===== src/hdl/wdt_pwr_pkg.sv =====
// Package: register map, field positions and timing for the watchdog and power control
// Function
// - Unscaled watchdog times out after about 18 ms of its own oscillator.
// - Option register assigns shared prescaler to watchdog, ratios up to 1:128.
// - Clear-watchdog or sleep instruction clears counter and assigned prescaler.
// - Watchdog timeout generates a device reset.
// - Timeout clears the active-low timeout flag in status.
// - Measured unscaled watchdog period readable at calibration word 0FD2h.
// - Clear-watchdog opcode 00 0000 0110 0100 zeroes counter, sets both flags.
// - CPU clock stopped in sleep or hibernate, running otherwise.
// - Main oscillator runs unless sleeping with oscillator-off bit 3 set.
// - Watchdog gated by config enable bit and hibernate select bit 7.
// - Temperature-off bit 1 powers down the temperature sensor.
// - Reference-off bit 5 powers down low-voltage detector and bandgap.
// - Comparator-off bit 2 powers down comparators and programmable references.
// - Converter-off bit 0 gates converter parts; current source also by config 7:4.
// - Level-shift-off bit 4 powers down level shift networks.
// - Power-on reset active except in sleep or hibernate.
// - Converter may keep running during sleep when its gating allows.
// - Power gating bits live in sleep control register at 8Fh.
package wdt_pwr_pkg;
   // ----------------------------------------
   // Register indices and byte addresses
   // ----------------------------------------
   localparam logic [7:0] SLEEP_POWER_GATING_IDX = 8'h8f;
   localparam logic [9:0] SLEEP_POWER_GATING_ADDR = {SLEEP_POWER_GATING_IDX, 2'b00};
   localparam logic [9:0] OPTION_ADDR = 10'h000;
   localparam logic [9:0] STATUS_ADDR = 10'h004;
   localparam logic [9:0] CONV_CFG_ADDR = 10'h008;
   localparam logic [9:0] IRQ_STAT_ADDR = 10'h00c;
   localparam logic [9:0] IRQ_MASK_ADDR = 10'h010;
   localparam logic [9:0] CMD_ADDR = 10'h014;
   localparam logic [9:0] CAL_ADDR = 10'h018;
   localparam logic [11:0] CAL_WORD_ADDR = 12'hfd2;
   // ----------------------------------------
   // Field positions
   // ----------------------------------------
   localparam int CONVERTER_OFF_BIT = 0;
   localparam int TEMP_SENSOR_OFF_BIT = 1;
   localparam int COMPARATOR_OFF_BIT = 2;
   localparam int MAIN_OSC_SLEEP_OFF_BIT = 3;
   localparam int LEVEL_SHIFT_OFF_BIT = 4;
   localparam int REFERENCE_OFF_BIT = 5;
   localparam int HIBERNATE_SELECT_BIT = 7;
   localparam int CFG_WDT_ENABLE_BIT = 2;
   localparam int OPT_PSA_BIT = 3;
   localparam int OPT_PS_LSB = 0;
   localparam int STAT_TIMEOUT_BIT = 4;
   localparam int STAT_POWERDOWN_BIT = 3;
   localparam int IRQ_TIMEOUT_BIT = 0;
   localparam int CMD_WATCHDOG_CLEAR_INSTR_BIT = 0;
   localparam int CMD_SLEEP_BIT = 1;
   localparam int CMD_WAKE_BIT = 2;
   // ----------------------------------------
   // Reset values and encodings
   // ----------------------------------------
   localparam logic [7:0] SLEEP_POWER_GATING_RST = 8'h00;
   localparam logic [7:0] OPTION_RST = 8'hff;
   localparam logic [7:0] CONV_CFG_RST = 8'h00;
   localparam logic [13:0] WATCHDOG_CLEAR_INSTR_OPCODE = 14'h0064;
   localparam logic [13:0] SLEEP_OPCODE = 14'h0063;
   // ----------------------------------------
   // Timing
   // ----------------------------------------
   localparam int CLK_MHZ = 250;
   localparam int WDT_PERIOD_MS = 18;
   localparam longint WDT_PERIOD_CYCLES = longint'(WDT_PERIOD_MS) * CLK_MHZ * 1000;
   localparam int RESET_PULSE_CYCLES = 4;
endpackage


===== src/hdl/wdt_pwr_ctrl.sv =====
// Watchdog timer with shared prescaler and sleep power gating, Wishbone slave
//
// Local design decision: the Wishbone register port.
`timescale 1ns/1ps
module wdt_pwr_ctrl
   import wdt_pwr_pkg::*;
#(
   parameter longint WDT_CYCLES = WDT_PERIOD_CYCLES,
   parameter logic [15:0] WDT_CAL_VALUE = 16'h0012
)
(
   // Clock and reset
   input wire logic I_CLK,
   input wire logic I_SRST,
   // Wishbone slave
   input wire logic I_CYC,
   input wire logic I_STB,
   input wire logic I_WE,
   input wire logic [3:0] I_SEL,
   input wire logic [9:0] I_ADR,
   input wire logic [31:0] I_DAT,
   output logic [31:0] O_DAT,
   output logic O_ACK,
   // Instruction decode and configuration
   input wire logic I_INSTR_VALID,
   input wire logic [13:0] I_INSTR,
   input wire logic I_WAKE,
   input wire logic [13:0] I_CONFIG_WORD,
   input wire logic I_WDT_OSC_TICK,
   // Power, reset and interrupt outputs
   output logic O_DEVICE_RESET,
   output logic O_CPU_CLK_EN,
   output logic O_MAIN_OSC_EN,
   output logic O_WDT_RUN,
   output logic O_TEMP_SENSOR_EN,
   output logic O_REFERENCE_EN,
   output logic O_COMPARATOR_EN,
   output logic O_CONVERTER_EN,
   output logic O_CURRENT_SRC_EN,
   output logic O_LEVEL_SHIFT_EN,
   output logic O_POR_EN,
   output logic O_IRQ
);
   localparam int CW = $clog2(WDT_CYCLES + 1);

   // ----------------------------------------
   // Parameter checks
   // ----------------------------------------
   // Counter must step at least once before the terminal compare
   if (WDT_CYCLES < 2)
   begin : g_short_period
      $error("WDT_CYCLES must be at least 2");
   end
   // Pulse counter is three bits wide
   if (RESET_PULSE_CYCLES < 1 || RESET_PULSE_CYCLES > 7)
   begin : g_bad_pulse
      $error("RESET_PULSE_CYCLES out of range");
   end

   typedef enum logic [1:0] {RUN_S = 2'b00, SLEEP_S = 2'b01, HIB_S = 2'b11} pmode_t;

   function automatic logic [6:0] ps_limit(input logic [2:0] sel);
      ps_limit = 7'(({7'h00, 1'b1} << sel) - 8'h01);
   endfunction

   // Write strobe decode shared by the registers and the command word
   function automatic logic wr_at(input logic w, input logic [9:0] adr, input logic [9:0] a);
      wr_at = w && adr == a;
   endfunction

   pmode_t mode_reg;
   logic [7:0] spg_reg;
   logic [7:0] opt_reg;
   logic [7:0] cfg_reg;
   logic timeout_flag_n_reg;
   logic powerdown_flag_n_reg;
   logic [CW-1:0] watchdog_counter_reg;
   logic [6:0] ps_reg;
   logic [2:0] rst_cnt_reg;
   logic irq_stat_reg;
   logic irq_mask_reg;
   logic [31:0] rd_next;

   // ----------------------------------------
   // Bus decode
   // ----------------------------------------
   wire logic bus_req = I_CYC && I_STB && !O_ACK;
   wire logic wr = bus_req && I_WE && I_SEL[0];
   wire logic watchdog_clear_instr = I_INSTR_VALID && (I_INSTR == WATCHDOG_CLEAR_INSTR_OPCODE)
      || wr_at(wr, I_ADR, CMD_ADDR) && I_DAT[CMD_WATCHDOG_CLEAR_INSTR_BIT];
   wire logic sleep_cmd = I_INSTR_VALID && (I_INSTR == SLEEP_OPCODE)
      || wr_at(wr, I_ADR, CMD_ADDR) && I_DAT[CMD_SLEEP_BIT];
   wire logic wake = I_WAKE || wr_at(wr, I_ADR, CMD_ADDR) && I_DAT[CMD_WAKE_BIT];
   wire logic sleeping = mode_reg != RUN_S;
   // Hibernate turns the watchdog off even when configured on
   wire logic wdt_en = I_CONFIG_WORD[CFG_WDT_ENABLE_BIT] && !(sleeping
      && spg_reg[HIBERNATE_SELECT_BIT]);
   wire logic ps_wdt = opt_reg[OPT_PSA_BIT];
   wire logic ps_wrap = !ps_wdt || ps_reg >= ps_limit(opt_reg[OPT_PS_LSB +: 3]);
   wire logic timeout = wdt_en && I_WDT_OSC_TICK && ps_wrap
      && watchdog_counter_reg >= CW'(WDT_CYCLES - 1);
   wire logic restart = watchdog_clear_instr || sleep_cmd || rst_cnt_reg != 3'd0;

   always_ff @(posedge I_CLK)
   begin
      if (I_SRST)
         O_ACK <= 1'b0;
      else
         O_ACK <= bus_req;
   end

   always_comb
   begin
      rd_next = 32'h0;
      unique case (I_ADR)
         SLEEP_POWER_GATING_ADDR: rd_next = {24'h0, spg_reg};
         OPTION_ADDR: rd_next = {24'h0, opt_reg};
         STATUS_ADDR:
         begin
            rd_next[STAT_TIMEOUT_BIT] = timeout_flag_n_reg;
            rd_next[STAT_POWERDOWN_BIT] = powerdown_flag_n_reg;
         end
         CONV_CFG_ADDR: rd_next = {24'h0, cfg_reg};
         IRQ_STAT_ADDR: rd_next = {31'h0, irq_stat_reg};
         IRQ_MASK_ADDR: rd_next = {31'h0, irq_mask_reg};
         CAL_ADDR: rd_next = {4'h0, CAL_WORD_ADDR, WDT_CAL_VALUE};
         default: rd_next = 32'h0;
      endcase
   end

   always_ff @(posedge I_CLK)
   begin
      if (I_SRST)
         O_DAT <= 32'h0;
      else if (bus_req && !I_WE)
         O_DAT <= rd_next;
   end

   // ----------------------------------------
   // Software registers
   // ----------------------------------------
   always_ff @(posedge I_CLK)
   begin
      if (I_SRST)
         spg_reg <= SLEEP_POWER_GATING_RST;
      else if (wr_at(wr, I_ADR, SLEEP_POWER_GATING_ADDR))
         spg_reg <= I_DAT[7:0];
   end

   always_ff @(posedge I_CLK)
   begin
      if (I_SRST)
         opt_reg <= OPTION_RST;
      else if (wr_at(wr, I_ADR, OPTION_ADDR))
         opt_reg <= I_DAT[7:0];
   end

   always_ff @(posedge I_CLK)
   begin
      if (I_SRST)
         cfg_reg <= CONV_CFG_RST;
      else if (wr_at(wr, I_ADR, CONV_CFG_ADDR))
         cfg_reg <= I_DAT[7:0];
   end

   always_ff @(posedge I_CLK)
   begin
      if (I_SRST)
         irq_mask_reg <= 1'b0;
      else if (wr_at(wr, I_ADR, IRQ_MASK_ADDR))
         irq_mask_reg <= I_DAT[IRQ_TIMEOUT_BIT];
   end

   // ----------------------------------------
   // Interrupt
   // ----------------------------------------
   // Timeout sets win over a write-one clear
   always_ff @(posedge I_CLK)
   begin
      if (I_SRST)
         irq_stat_reg <= 1'b0;
      else if (timeout)
         irq_stat_reg <= 1'b1;
      else if (wr_at(wr, I_ADR, IRQ_STAT_ADDR) && I_DAT[IRQ_TIMEOUT_BIT])
         irq_stat_reg <= 1'b0;
   end

   always_ff @(posedge I_CLK)
   begin
      if (I_SRST)
         O_IRQ <= 1'b0;
      else
         O_IRQ <= irq_stat_reg && irq_mask_reg;
   end

   // ----------------------------------------
   // Status flags
   // ----------------------------------------
   // Flags survive the watchdog reset so software can read the cause
   always_ff @(posedge I_CLK)
   begin
      if (I_SRST)
      begin
         timeout_flag_n_reg <= 1'b1;
         powerdown_flag_n_reg <= 1'b1;
      end
      else if (timeout)
         timeout_flag_n_reg <= 1'b0;
      else if (watchdog_clear_instr)
      begin
         timeout_flag_n_reg <= 1'b1;
         powerdown_flag_n_reg <= 1'b1;
      end
      else if (sleep_cmd)
      begin
         timeout_flag_n_reg <= 1'b1;
         powerdown_flag_n_reg <= 1'b0;
      end
   end

   // ----------------------------------------
   // Watchdog counter and prescaler
   // ----------------------------------------
   always_ff @(posedge I_CLK)
   begin
      if (I_SRST || restart)
         ps_reg <= 7'h00;
      else if (wdt_en && I_WDT_OSC_TICK)
         ps_reg <= ps_wrap ? 7'h00 : 7'(ps_reg + 7'h01);
   end

   always_ff @(posedge I_CLK)
   begin
      if (I_SRST || restart)
         watchdog_counter_reg <= '0;
      else if (wdt_en && I_WDT_OSC_TICK && ps_wrap)
         watchdog_counter_reg <= timeout ? '0 : CW'(watchdog_counter_reg + 1'b1);
   end

   // ----------------------------------------
   // Device reset
   // ----------------------------------------
   // Stretched pulse so slow reset domains see it
   always_ff @(posedge I_CLK)
   begin
      if (I_SRST)
         rst_cnt_reg <= 3'd0;
      else if (timeout)
         rst_cnt_reg <= 3'(RESET_PULSE_CYCLES);
      else if (rst_cnt_reg != 3'd0)
         rst_cnt_reg <= rst_cnt_reg - 3'd1;
   end

   always_ff @(posedge I_CLK)
   begin
      if (I_SRST)
         O_DEVICE_RESET <= 1'b0;
      else
         O_DEVICE_RESET <= timeout || rst_cnt_reg > 3'd1;
   end

   // ----------------------------------------
   // Power mode
   // ----------------------------------------
   // Mode is chosen at sleep entry; the watchdog gate follows bit 7 live
   always_ff @(posedge I_CLK)
   begin
      if (I_SRST || rst_cnt_reg != 3'd0)
         mode_reg <= RUN_S;
      else
         unique case (mode_reg)
            RUN_S:
               if (sleep_cmd)
                  mode_reg <= spg_reg[HIBERNATE_SELECT_BIT] ? HIB_S : SLEEP_S;
            SLEEP_S, HIB_S:
               if (wake || timeout)
                  mode_reg <= RUN_S;
            default: mode_reg <= RUN_S;
         endcase
   end

   // ----------------------------------------
   // Clock, oscillator and watchdog gating
   // ----------------------------------------
   always_ff @(posedge I_CLK)
   begin
      if (I_SRST)
      begin
         O_CPU_CLK_EN <= 1'b1;
         O_POR_EN <= 1'b1;
      end
      else
      begin
         O_CPU_CLK_EN <= !sleeping;
         O_POR_EN <= !sleeping;
      end
   end

   always_ff @(posedge I_CLK)
   begin
      if (I_SRST)
         O_MAIN_OSC_EN <= 1'b1;
      else
         O_MAIN_OSC_EN <= !sleeping || !spg_reg[MAIN_OSC_SLEEP_OFF_BIT];
   end

   always_ff @(posedge I_CLK)
   begin
      if (I_SRST)
         O_WDT_RUN <= 1'b0;
      else
         O_WDT_RUN <= wdt_en;
   end

   // ----------------------------------------
   // Analog gating
   // ----------------------------------------
   // Bits act in every mode, so software may gate blocks while awake
   always_ff @(posedge I_CLK)
   begin
      if (I_SRST)
      begin
         O_TEMP_SENSOR_EN <= 1'b1;
         O_REFERENCE_EN <= 1'b1;
         O_COMPARATOR_EN <= 1'b1;
         O_LEVEL_SHIFT_EN <= 1'b1;
      end
      else
      begin
         O_TEMP_SENSOR_EN <= !spg_reg[TEMP_SENSOR_OFF_BIT];
         O_REFERENCE_EN <= !spg_reg[REFERENCE_OFF_BIT];
         O_COMPARATOR_EN <= !spg_reg[COMPARATOR_OFF_BIT];
         O_LEVEL_SHIFT_EN <= !spg_reg[LEVEL_SHIFT_OFF_BIT];
      end
   end

   // Independent of sleep state so conversions continue while halted
   always_ff @(posedge I_CLK)
   begin
      if (I_SRST)
      begin
         O_CONVERTER_EN <= 1'b1;
         O_CURRENT_SRC_EN <= 1'b0;
      end
      else
      begin
         O_CONVERTER_EN <= !spg_reg[CONVERTER_OFF_BIT];
         O_CURRENT_SRC_EN <= !spg_reg[CONVERTER_OFF_BIT] && cfg_reg[7:4] != 4'h0;
      end
   end
endmodule // wdt_pwr_ctrl


===== config.mk =====
export PLATFORM = sky130hd
export DESIGN_NAME = wdt_pwr_ctrl
export DESIGN_NICKNAME = d
export VERILOG_FILES = /design/src/hdl/wdt_pwr_pkg.sv /design/src/hdl/wdt_pwr_ctrl.sv
export SDC_FILE = /design/constraint.sdc
export NUM_CORES = 1
export LEC_CHECK = 0
export BUFFER_PORTS_ARGS = -buffer_cell sky130_fd_sc_hd__buf_2
export CELL_PAD_IN_SITES_DETAIL_PLACEMENT = 0
export CELL_PAD_IN_SITES_GLOBAL_PLACEMENT = 2
export CORE_MARGIN = 10
export CORE_UTILIZATION = 32
export DETAILED_ROUTE_END_ITERATION = 16
export HOLD_SLACK_MARGIN = 0.12
export PLACE_DENSITY = 0.91
export SLEW_MARGIN = 10
export SYNTH_ARGS = -nofsm -noshare
export SYNTH_HDL_FRONTEND = slang
export SYNTH_SLANG_ARGS = --single-unit
export TNS_END_PERCENT = 100

===== constraint.sdc =====
create_clock -name I_CLK -period 7.55 [get_ports I_CLK]
set_clock_uncertainty 0.15 [all_clocks]
set_input_delay 1.51 -clock I_CLK [delete_from_list [all_inputs] [get_ports I_CLK]]
set_output_delay 1.51 -clock I_CLK [all_outputs]
set_load 0.05 [all_outputs]

# Word level (Yosys, flattened, before mapping)
# Cells that the tools add are included.
dict set report totals {
  reg_bits 107
  input_bits 82
  output_inout_bits 45
  wordCells 124
}
dict set report op_classes {
  add_sub_neg 4
  magnitude_cmp 3
  eq_ne 13
  n_shift 1
  n_mux 18
  bitwise 1
  reduce_logical 59
}
# cell n
set op_table {}
lappend op_table {{$pmux 23 s4} 1}
lappend op_table {{$eq 10x5->1 const B} 3}
lappend op_table {{$eq 14x7->1 const B} 2}
lappend op_table {{$logic_and 1x1->1} 24}
lappend op_table {{$add 23x1->23 const B} 1}
lappend op_table {{$ge 23x23->1 const B} 1}
lappend op_table {{$mux 23} 1}
lappend op_table {{$eq 10x4->1 const B} 2}
lappend op_table {{$pmux 3 s6} 1}
lappend op_table {{$logic_not 1->1} 11}
lappend op_table {{$logic_or 1x1->1} 11}
lappend op_table {{$eq 10x10->1 const B} 1}
lappend op_table {{$eq 10x3->1 const B} 1}
lappend op_table {{$logic_not 10->1} 1}
lappend op_table {{$pmux 2 s5} 1}
lappend op_table {{$reduce_bool 2->1} 4}
lappend op_table {{$add 7x1->7 const B} 1}
lappend op_table {{$ge 7x7->1} 1}
lappend op_table {{$mux 1} 7}
lappend op_table {{$mux 7} 1}
lappend op_table {{$shl 1x3->7 const A} 1}
lappend op_table {{$sub 7x1->7 const B} 1}
lappend op_table {{$mux 2} 3}
lappend op_table {{$mux 3} 2}
lappend op_table {{other kinds (12)} 16}

# Longest topological paths before layout
# Gate-level depths: netlist (run 1).
dict set report depth {
  word_depth 10
  mapped_depth 17
  mapped_depth_nobuf 13
}

# Worst setup path after synthesis (run 1)
# No wires, ideal clock.
dict set report synth_timing {
  kind {input to register}
  startpoint {in I_ADR[6]}
  endpoint {reg watchdog_counter_reg[12]}
  setup_ns 0.115
  arrival_ns 3.335
  required_time_ns 7.285
  slack_ns 3.950
  cell_stages 9
  n_path_buf 3
  path_cell_list {or4_4 > nand4bb_4 > o41ai_1 > or3_1 > buf_2 > or2_1 > buf_6 > buf_6 > nor2_1}
}
dict set report synth_between {
  elab_chain_len 7
  word_cells_on_any_way 9
  classes_between {eq/ne (1); reduce/logical (8)}
}
# item line_no
set synth_lines {}
lappend synth_lines {{start: declaration} wdt_pwr_ctrl.sv:20} ;# input wire logic [9:0] I_ADR,
lappend synth_lines {{$eq 10x5->1 (*)} wdt_pwr_ctrl.sv:68} ;# wr_at = w && adr == a;
lappend synth_lines {{$logic_and 1x1->1 (*)} wdt_pwr_ctrl.sv:68}
lappend synth_lines {{$logic_and 1x1->1 (on tied branches)} {wdt_pwr_ctrl.sv:90, wdt_pwr_ctrl.sv:92}}
lappend synth_lines {{$logic_or 1x1->1 (on tied branches)} {wdt_pwr_ctrl.sv:90, wdt_pwr_ctrl.sv:92}}
lappend synth_lines {{$logic_or 1x1->1 (*) (2 in series)} wdt_pwr_ctrl.sv:102} ;# wire logic restart = watchdog_clear_instr || sleep_cmd || rst_cnt_reg != 3'd0;
lappend synth_lines {{$logic_or 1x1->1 (*)} wdt_pwr_ctrl.sv:234} ;# if (I_SRST || restart)
lappend synth_lines {{end signal: assignment} wdt_pwr_ctrl.sv:237} ;# watchdog_counter_reg <= timeout ? '0 : CW'(watchdog_counter_reg + 1'b1);
lappend synth_lines {{end: declaration} wdt_pwr_ctrl.sv:77} ;# logic [CW-1:0] watchdog_counter_reg;
# Mark *: on every way between the ends. The rest lies on a longest branch, timed or not.
# A chain may end at the register's enable or synchronous reset.

# Worst setup path after layout (run 1)
dict set report layout_timing {
  startpoint {in I_ADR[6]}
  endpoint {reg cfg_reg[0]}
}
dict set report layout_between {
  elab_chain_len 2
}
# item line_no
set layout_lines {}
lappend layout_lines {{$eq 10x4->1} wdt_pwr_ctrl.sv:68}
lappend layout_lines {{$logic_and 1x1->1} wdt_pwr_ctrl.sv:68}
lappend layout_lines {{end signal: assignment} wdt_pwr_ctrl.sv:163} ;# cfg_reg <= I_DAT[7:0];
lappend layout_lines {{end: declaration} wdt_pwr_ctrl.sv:74} ;# logic [7:0] cfg_reg;
# Every way passes these cells.

==> results.md, run 1 <==
* Most frequent cells in the layout: dfxtp_1, buf_2, nor2_1
* Die Span Y at 136 um
* Input/output buffers at 70
* Setup crit end kind: flop
* Static leakage at 1.88 nW
* Die Width at 136 um
* Number of inserted diodes at 0
* Initial antenna violation count at 0
* Critical Path Most Common Cell: nand2_1
* DR DRC count at 0
* Max rail drop VDD at 0.102 mV
* Top Layer Used: met4
* Htree depth at 3
* Number of placement rows at 42
* Hold buffer count at CTS at 0
* Ports at 127
* Core Util, Final at 0.375
* Post-synth top area share at 0.390
* Most common cell after layout, fill and taps aside: dfxtp_1
* Grt total ovfl at 0
* Clock sinks at 84
* Post-synth EDFFs at 0
* Period utilization at 0.557
* Setup violators final at 0
* CTS tree: done
* Max Transition Viols Final at 0
* DRT iter0 DRCs at 272
* Dpl cells at 732
* WL met2 at 5200 um
* Power, Total at 1.05 mW
* Fmax at 0.238 GHz
* M1 WL at 5210 um
* First-pass DRT Iterations at 4
* Share of flip-flops with an asynchronous set or reset at 0
* Fillers at 1416
* Min cycle time layout at 4.21 ns
* Critical Path AT at 4.25 ns
* Root Buffer: clkbuf_16
* Total die area at 18500 sq um
* Sequential area share after synthesis at 0.390
* Max-Cap Viols at 0
* GR Util All Layers at 0.120
* Synth cell types at 64
* Area grow syn2layout at 15.1%
* DP HPWL at 8360 um
* Worst-margin pin slew at 0.926 ns
* Critical path class: in -> reg
* Cts repair resizes at 0
* Final Hold Fails at 0
* Mapped cell area at 4310 sq um
* Crit-path max FO at 14
* Worst hold margin at 0.264 ns
* Outcome: finished clean
* Hold Path Class: reg -> reg
* Setup Fix Bufs, Post-CTS at 0
* Area post-placement at 4660 sq um
* RSZ-0062 raised after global routing: no
* Largest net degree at the start of global routing at 34
* Count of nets after finishing at 662
* First-pass GRT wire length at 18300 um
* Core Area at 13200 sq um
* Flops & latches, synth at 84
* Yosys warnings at 0
* Cell taking the most area after synthesis: dfxtp_1
* Top FF cell, synth: dfxtp_1
* Clock Latency Late Sink at 0.34 ns
* Syn Area/Cell at 8.34 sq um
* Worst path cell trace: buf_2 -> or4_4 -> or4_1 -> nor3_2 -> nand2_1 -> nand2_1 -> a21oi_1
* Routability cong. at 0.816
* Final setup margin at 3.34 ns
* DP Worst Slack at 3.02 ns
* Clk slew on worst S/H paths at 0.07 ns
* WL per Instance at 15.0 um
* Hold depth at 1
* Number of global-route vias before repair at 3696
* TritonCTS Buffers at 9
* Mapped Cells at 517
* Fin area at 4970 sq um
* Non-filler instance count after layout at 748
* Final ANT Viol Nets at 0
* CP max-delay cell: nor3_2
* Max reg flops at 23
* Met3 WL at 712 um
* Crit-path max cell delay at 0.81 ns
* Max transition margin at 0.379
* Vias/cell at 5.00
* Vias at 3738
* Layout cell share with drive strength beyond 1 at 0.177
* Power Density at 211 nW/um^2
* Top post-synthesis cells by area: dfxtp_1, nand3_1, nor2_1, nand2_1, buf_4
* TNS Setup at 0 ns
* Startpoint Class: primary input
* Routed WL at 11200 um
* Clk buf depth at 2
* R2r worst-path depth at 13
* Required @ worst endpoint at 7.59 ns
* Initial Utilization at 0.326
## path summary, 6_finish.rpt
path | end | slack, ns | from
setup / recovery | cfg_reg[0]$_SDFFE_PP0P_ | 3.34 | I_ADR[6]
hold reg to reg | O_REFERENCE_EN$_SDFF_PP1_ | 0.26 | spg_reg[5]$_SDFFE_PP0P_
setup reg to reg | watchdog_counter_reg[13]$_SDFFE_PP0P_ | 3.70 | opt_reg[0]$_SDFFE_PP1P_
hold / removal | O_REFERENCE_EN$_SDFF_PP1_ | 0.26 | spg_reg[5]$_SDFFE_PP0P_
## cell usage after synthesis, types with 7 or more instances
master    number
and3_1         8
a21oi_1       32
buf_4         26
nor3_1        23
xnor2_1       22
inv_1          8
nand2_1       53
nand4_1        9
nor2_1        54
nand2b_1       7
ha_1          13
dfxtp_1       84
nand3_1       47
clkbuf_1      18
nor4_1         8
o21ai_0       11
## where the power goes
part	switching (mW)	internal (mW)	leakage (nW)
sequential	0.00703	0.455	0.679
clock	0.206	0.236	0.150
combinational	0.103	0.0413	1.05
total	0.317	0.733	1.88
## layout make-up
class | count | area, sq um | share of cell area
Multi-Input combinational cell | 390 | 2350 | 0.474
Sequential cell | 84 | 1680 | 0.339
Timing Repair Buffer | 73 | 373 | 0.0751
Clock buffer | 9 | 225 | 0.0453
Tap cell | 176 | 220 | 0.0443
Clock inverter | 7 | 78.8 | 0.0159
Inverter | 9 | 33.8 | 0.00680
## logic make-up (layout without fill, tap and decap cells)
logic type                 after synthesis  count (layout)  synth area share
muxes                                    5               5            0.0116
other                                    1              16          0.000869
DFF                                     84              84             0.390
and+or+nand+nor                        248             248             0.303
buffers and inverters                   58              98            0.0774
AOI/OAI and AO/OA                       83              83             0.129
adders and majority gates               13              13            0.0377
xor gates and xnor gates                25              25            0.0508
## per-layer routing
| metal | up-vias | GRT usage |
|---|---|---|
| li1 | 1915 | - |
| met5 | - | 0 |
| met1 | 1723 | 0.152 |
| met3 | 9 | 0.0306 |
| met2 | 91 | 0.195 |
| met4 | 0 | 0.0373 |
## critical path, delay by kind of cell
family,cells,cell delay [ns]
and+or+nand+nor,5,2.57
buffers and inverters,1,0.09
AOI/OAI and AO/OA,1,0.07
(Power assumes the default switching activity.)
==> inputs of run 2 (changes only) <==
--- a/config.mk
+++ b/config.mk
@@ -9,10 +9,10 @@
 export CELL_PAD_IN_SITES_DETAIL_PLACEMENT = 0
 export CELL_PAD_IN_SITES_GLOBAL_PLACEMENT = 2
 export CORE_MARGIN = 10
-export CORE_UTILIZATION = 32
+export CORE_UTILIZATION = 30
 export DETAILED_ROUTE_END_ITERATION = 16
 export HOLD_SLACK_MARGIN = 0.12
-export PLACE_DENSITY = 0.91
+export PLACE_DENSITY = 0.87
 export SLEW_MARGIN = 10
 export SYNTH_ARGS = -nofsm -noshare
 export SYNTH_HDL_FRONTEND = slang
==> constraint.sdc (replaced) <==
create_clock -name I_CLK -period 3.9 [get_ports I_CLK]
set_clock_uncertainty 0.15 [all_clocks]
set_input_delay 0.78 -clock I_CLK [delete_from_list [all_inputs] [get_ports I_CLK]]
set_output_delay 0.78 -clock I_CLK [all_outputs]
set_load 0.05 [all_outputs]
==> run 2 against run 1 <==
Effect of this change:
- non-clock buffer count rose by 9
- via count stayed put
- die area grew 5.7%
- first-iteration DRC count fell by 39%
- global-route usage is 0.42 points lower
- flip-flop and latch count unchanged
- clock power increased by 100%
- utilization fell by 1.5 points
- count of clock-buffer cells in the layout did not move
==> results.md, run 2 (synthesis gave the netlist of run 1 again) <==
* Outcome: finished clean
* Grt total ovfl at 0
* Cts repair resizes at 0
* DP HPWL at 8550 um
* GR Util All Layers at 0.116
* Core Util, Final at 0.361
* Crit-path max cell delay at 0.47 ns
* Layout cell share with drive strength beyond 1 at 0.189
* Initial antenna violation count at 0
* Most common cell after layout, fill and taps aside: dfxtp_1
* Core Area at 14000 sq um
* First-pass GRT wire length at 18800 um
* CP top delay family: compound AO/OA/AOI/OAI gates
* TritonCTS Buffers at 9
* Worst hold path endpoint: O_LEVEL_SHIFT_EN$_SDFF_PP1_
* Setup Fix Bufs, Post-CTS at 0
* Hold Path Class: reg -> reg
* Static leakage at 1.92 nW
* Hold buffer count at CTS at 0
* Initial Utilization at 0.308
* Crit-path max FO at 19
* Hold depth at 1
* CP bufs+invs at 1
* Max Transition Viols Final at 0
* Largest net degree at the start of global routing at 33
* Critical Path AT at 3.44 ns
* First-pass DRT Iterations at 5
* Setup violators final at 0
* Max reg flops at 23
* Hold Path Origin: spg_reg[4]$_SDFFE_PP0P_
* Flop-to-flop setup slack at 0.54 ns
* Clk slew on worst S/H paths at 0.07 ns
* DR DRC count at 0
* Area grow syn2layout at 16.9%
* CTS tree: done
* RR Endpoint: watchdog_counter_reg[15]$_SDFFE_PP0P_
* Worst path cell trace: or3_1 -> ha_1 -> nor3_1 -> a21o_1 -> a21oi_1 -> ha_1 -> a211oi_1 -> o21ai_0 -> a21oi_1 -> a211oi_2 -> or2_1 -> buf_4 -> nor2_1
* Min cycle time layout at 3.36 ns
* Die Span Y at 140 um
* Number of inserted diodes at 0
* Max rail drop VDD at 0.208 mV
* Number of global-route vias before repair at 3685
* RSZ-0062 raised after global routing: no
* R2r worst-path depth at 13
* Htree depth at 3
* DRT iter0 DRCs at 166
* Max transition margin at 0.500
* Die Width at 140 um
* Most frequent cells in the layout: dfxtp_1, buf_2, nor2_1
* Required @ worst endpoint at 3.98 ns
* Final Hold Fails at 0
* Worst-margin pin slew at 0.748 ns
* Clock sinks at 84
* Startpoint Class: flop
* Vias at 3738
* Root Buffer: clkbuf_16
* Input/output buffers at 70
* Count of nets after finishing at 671
* Period utilization at 0.861
* Clk buf depth at 2
* Crit Reg-Reg Startpoint: opt_reg[1]$_SDFFE_PP1P_
* Clock Latency Late Sink at 0.35 ns
* Fmax at 0.298 GHz
* Routed WL at 11500 um
* Critical path class: reg -> reg
* Power, Total at 2.08 mW
* Power Density at 413 nW/um^2
* Ports at 127
* Max-Cap Viols at 0
* Routability cong. at 0.794
* TNS Setup at 0 ns
* Total die area at 19600 sq um
* WL per Instance at 15.1 um
* Setup crit end kind: flop
* Vias/cell at 4.91
* Number of placement rows at 43
* CP max-delay cell: a211oi_2
* Final ANT Viol Nets at 0
## run 2: cell types whose count changed in the layout (fill, tap and decap cells not counted), sizes merged
cell,change
inv,-1
bufinv,+1
clkinvlp,+2
buf,+9
clkinv,-2
## run 2: where the power goes
| group | total [mW] | leakage, nW | switching (mW) | internal, mW |
|---|---|---|---|---|
| Sequential | 0.894 | 0.679 | 0.0134 | 0.881 |
| Combinational | 0.297 | 1.09 | 0.204 | 0.0926 |
| Clock | 0.893 | 0.145 | 0.387 | 0.506 |
| Total | 2.08 | 1.92 | 0.605 | 1.48 |
## run 2: per-layer routing
metal / vias up / share of wire / track usage
li1: 1926 / - / -
met2: 60 / 0.49 / 0.192
met1: 1738 / 0.46 / 0.139
met4: 0 / 0.014 / 0.0397
met5: - / 0 / 0
met3: 14 / 0.040 / 0.0338
## run 2: worst max path at each step
stage               cells after the start                    start                                     to
floorplan                              15  opt_reg[0]$_SDFFE_PP1P_  watchdog_counter_reg[22]$_SDFFE_PP0P_
global placement                       13  opt_reg[1]$_SDFFE_PP1P_   watchdog_counter_reg[6]$_SDFFE_PP0P_
detailed placement                     13  opt_reg[1]$_SDFFE_PP1P_  watchdog_counter_reg[15]$_SDFFE_PP0P_
CTS                                    13  opt_reg[1]$_SDFFE_PP1P_  watchdog_counter_reg[15]$_SDFFE_PP0P_
global route                           13  opt_reg[1]$_SDFFE_PP1P_  watchdog_counter_reg[14]$_SDFFE_PP0P_
finish                                 13  opt_reg[1]$_SDFFE_PP1P_  watchdog_counter_reg[15]$_SDFFE_PP0P_
## run 2: through the flow
step | hold WS [ns] | setup WS, ns | std cells | area (sq um)
floorplan | 0.221 | 0.647 | 532 | 4370
global placement | 0.238 | 0.584 | 745 | 4740
detailed placement | 0.239 | 0.551 | 745 | 4740
CTS | 0.256 | 0.513 | 761 | 5040
global route | 0.272 | 0.257 | 761 | 5040
finish | 0.259 | 0.543 | 761 | 5040
## run 2: final cells by class
cell class,instances,area [sq um]
Fill cell,1498,8940
Multi-Input combinational cell,390,2350
Sequential cell,84,1680
Timing Repair Buffer,82,440
Clock buffer,9,225
Tap cell,180,225
Clock inverter,7,82.6
Inverter,9,33.8
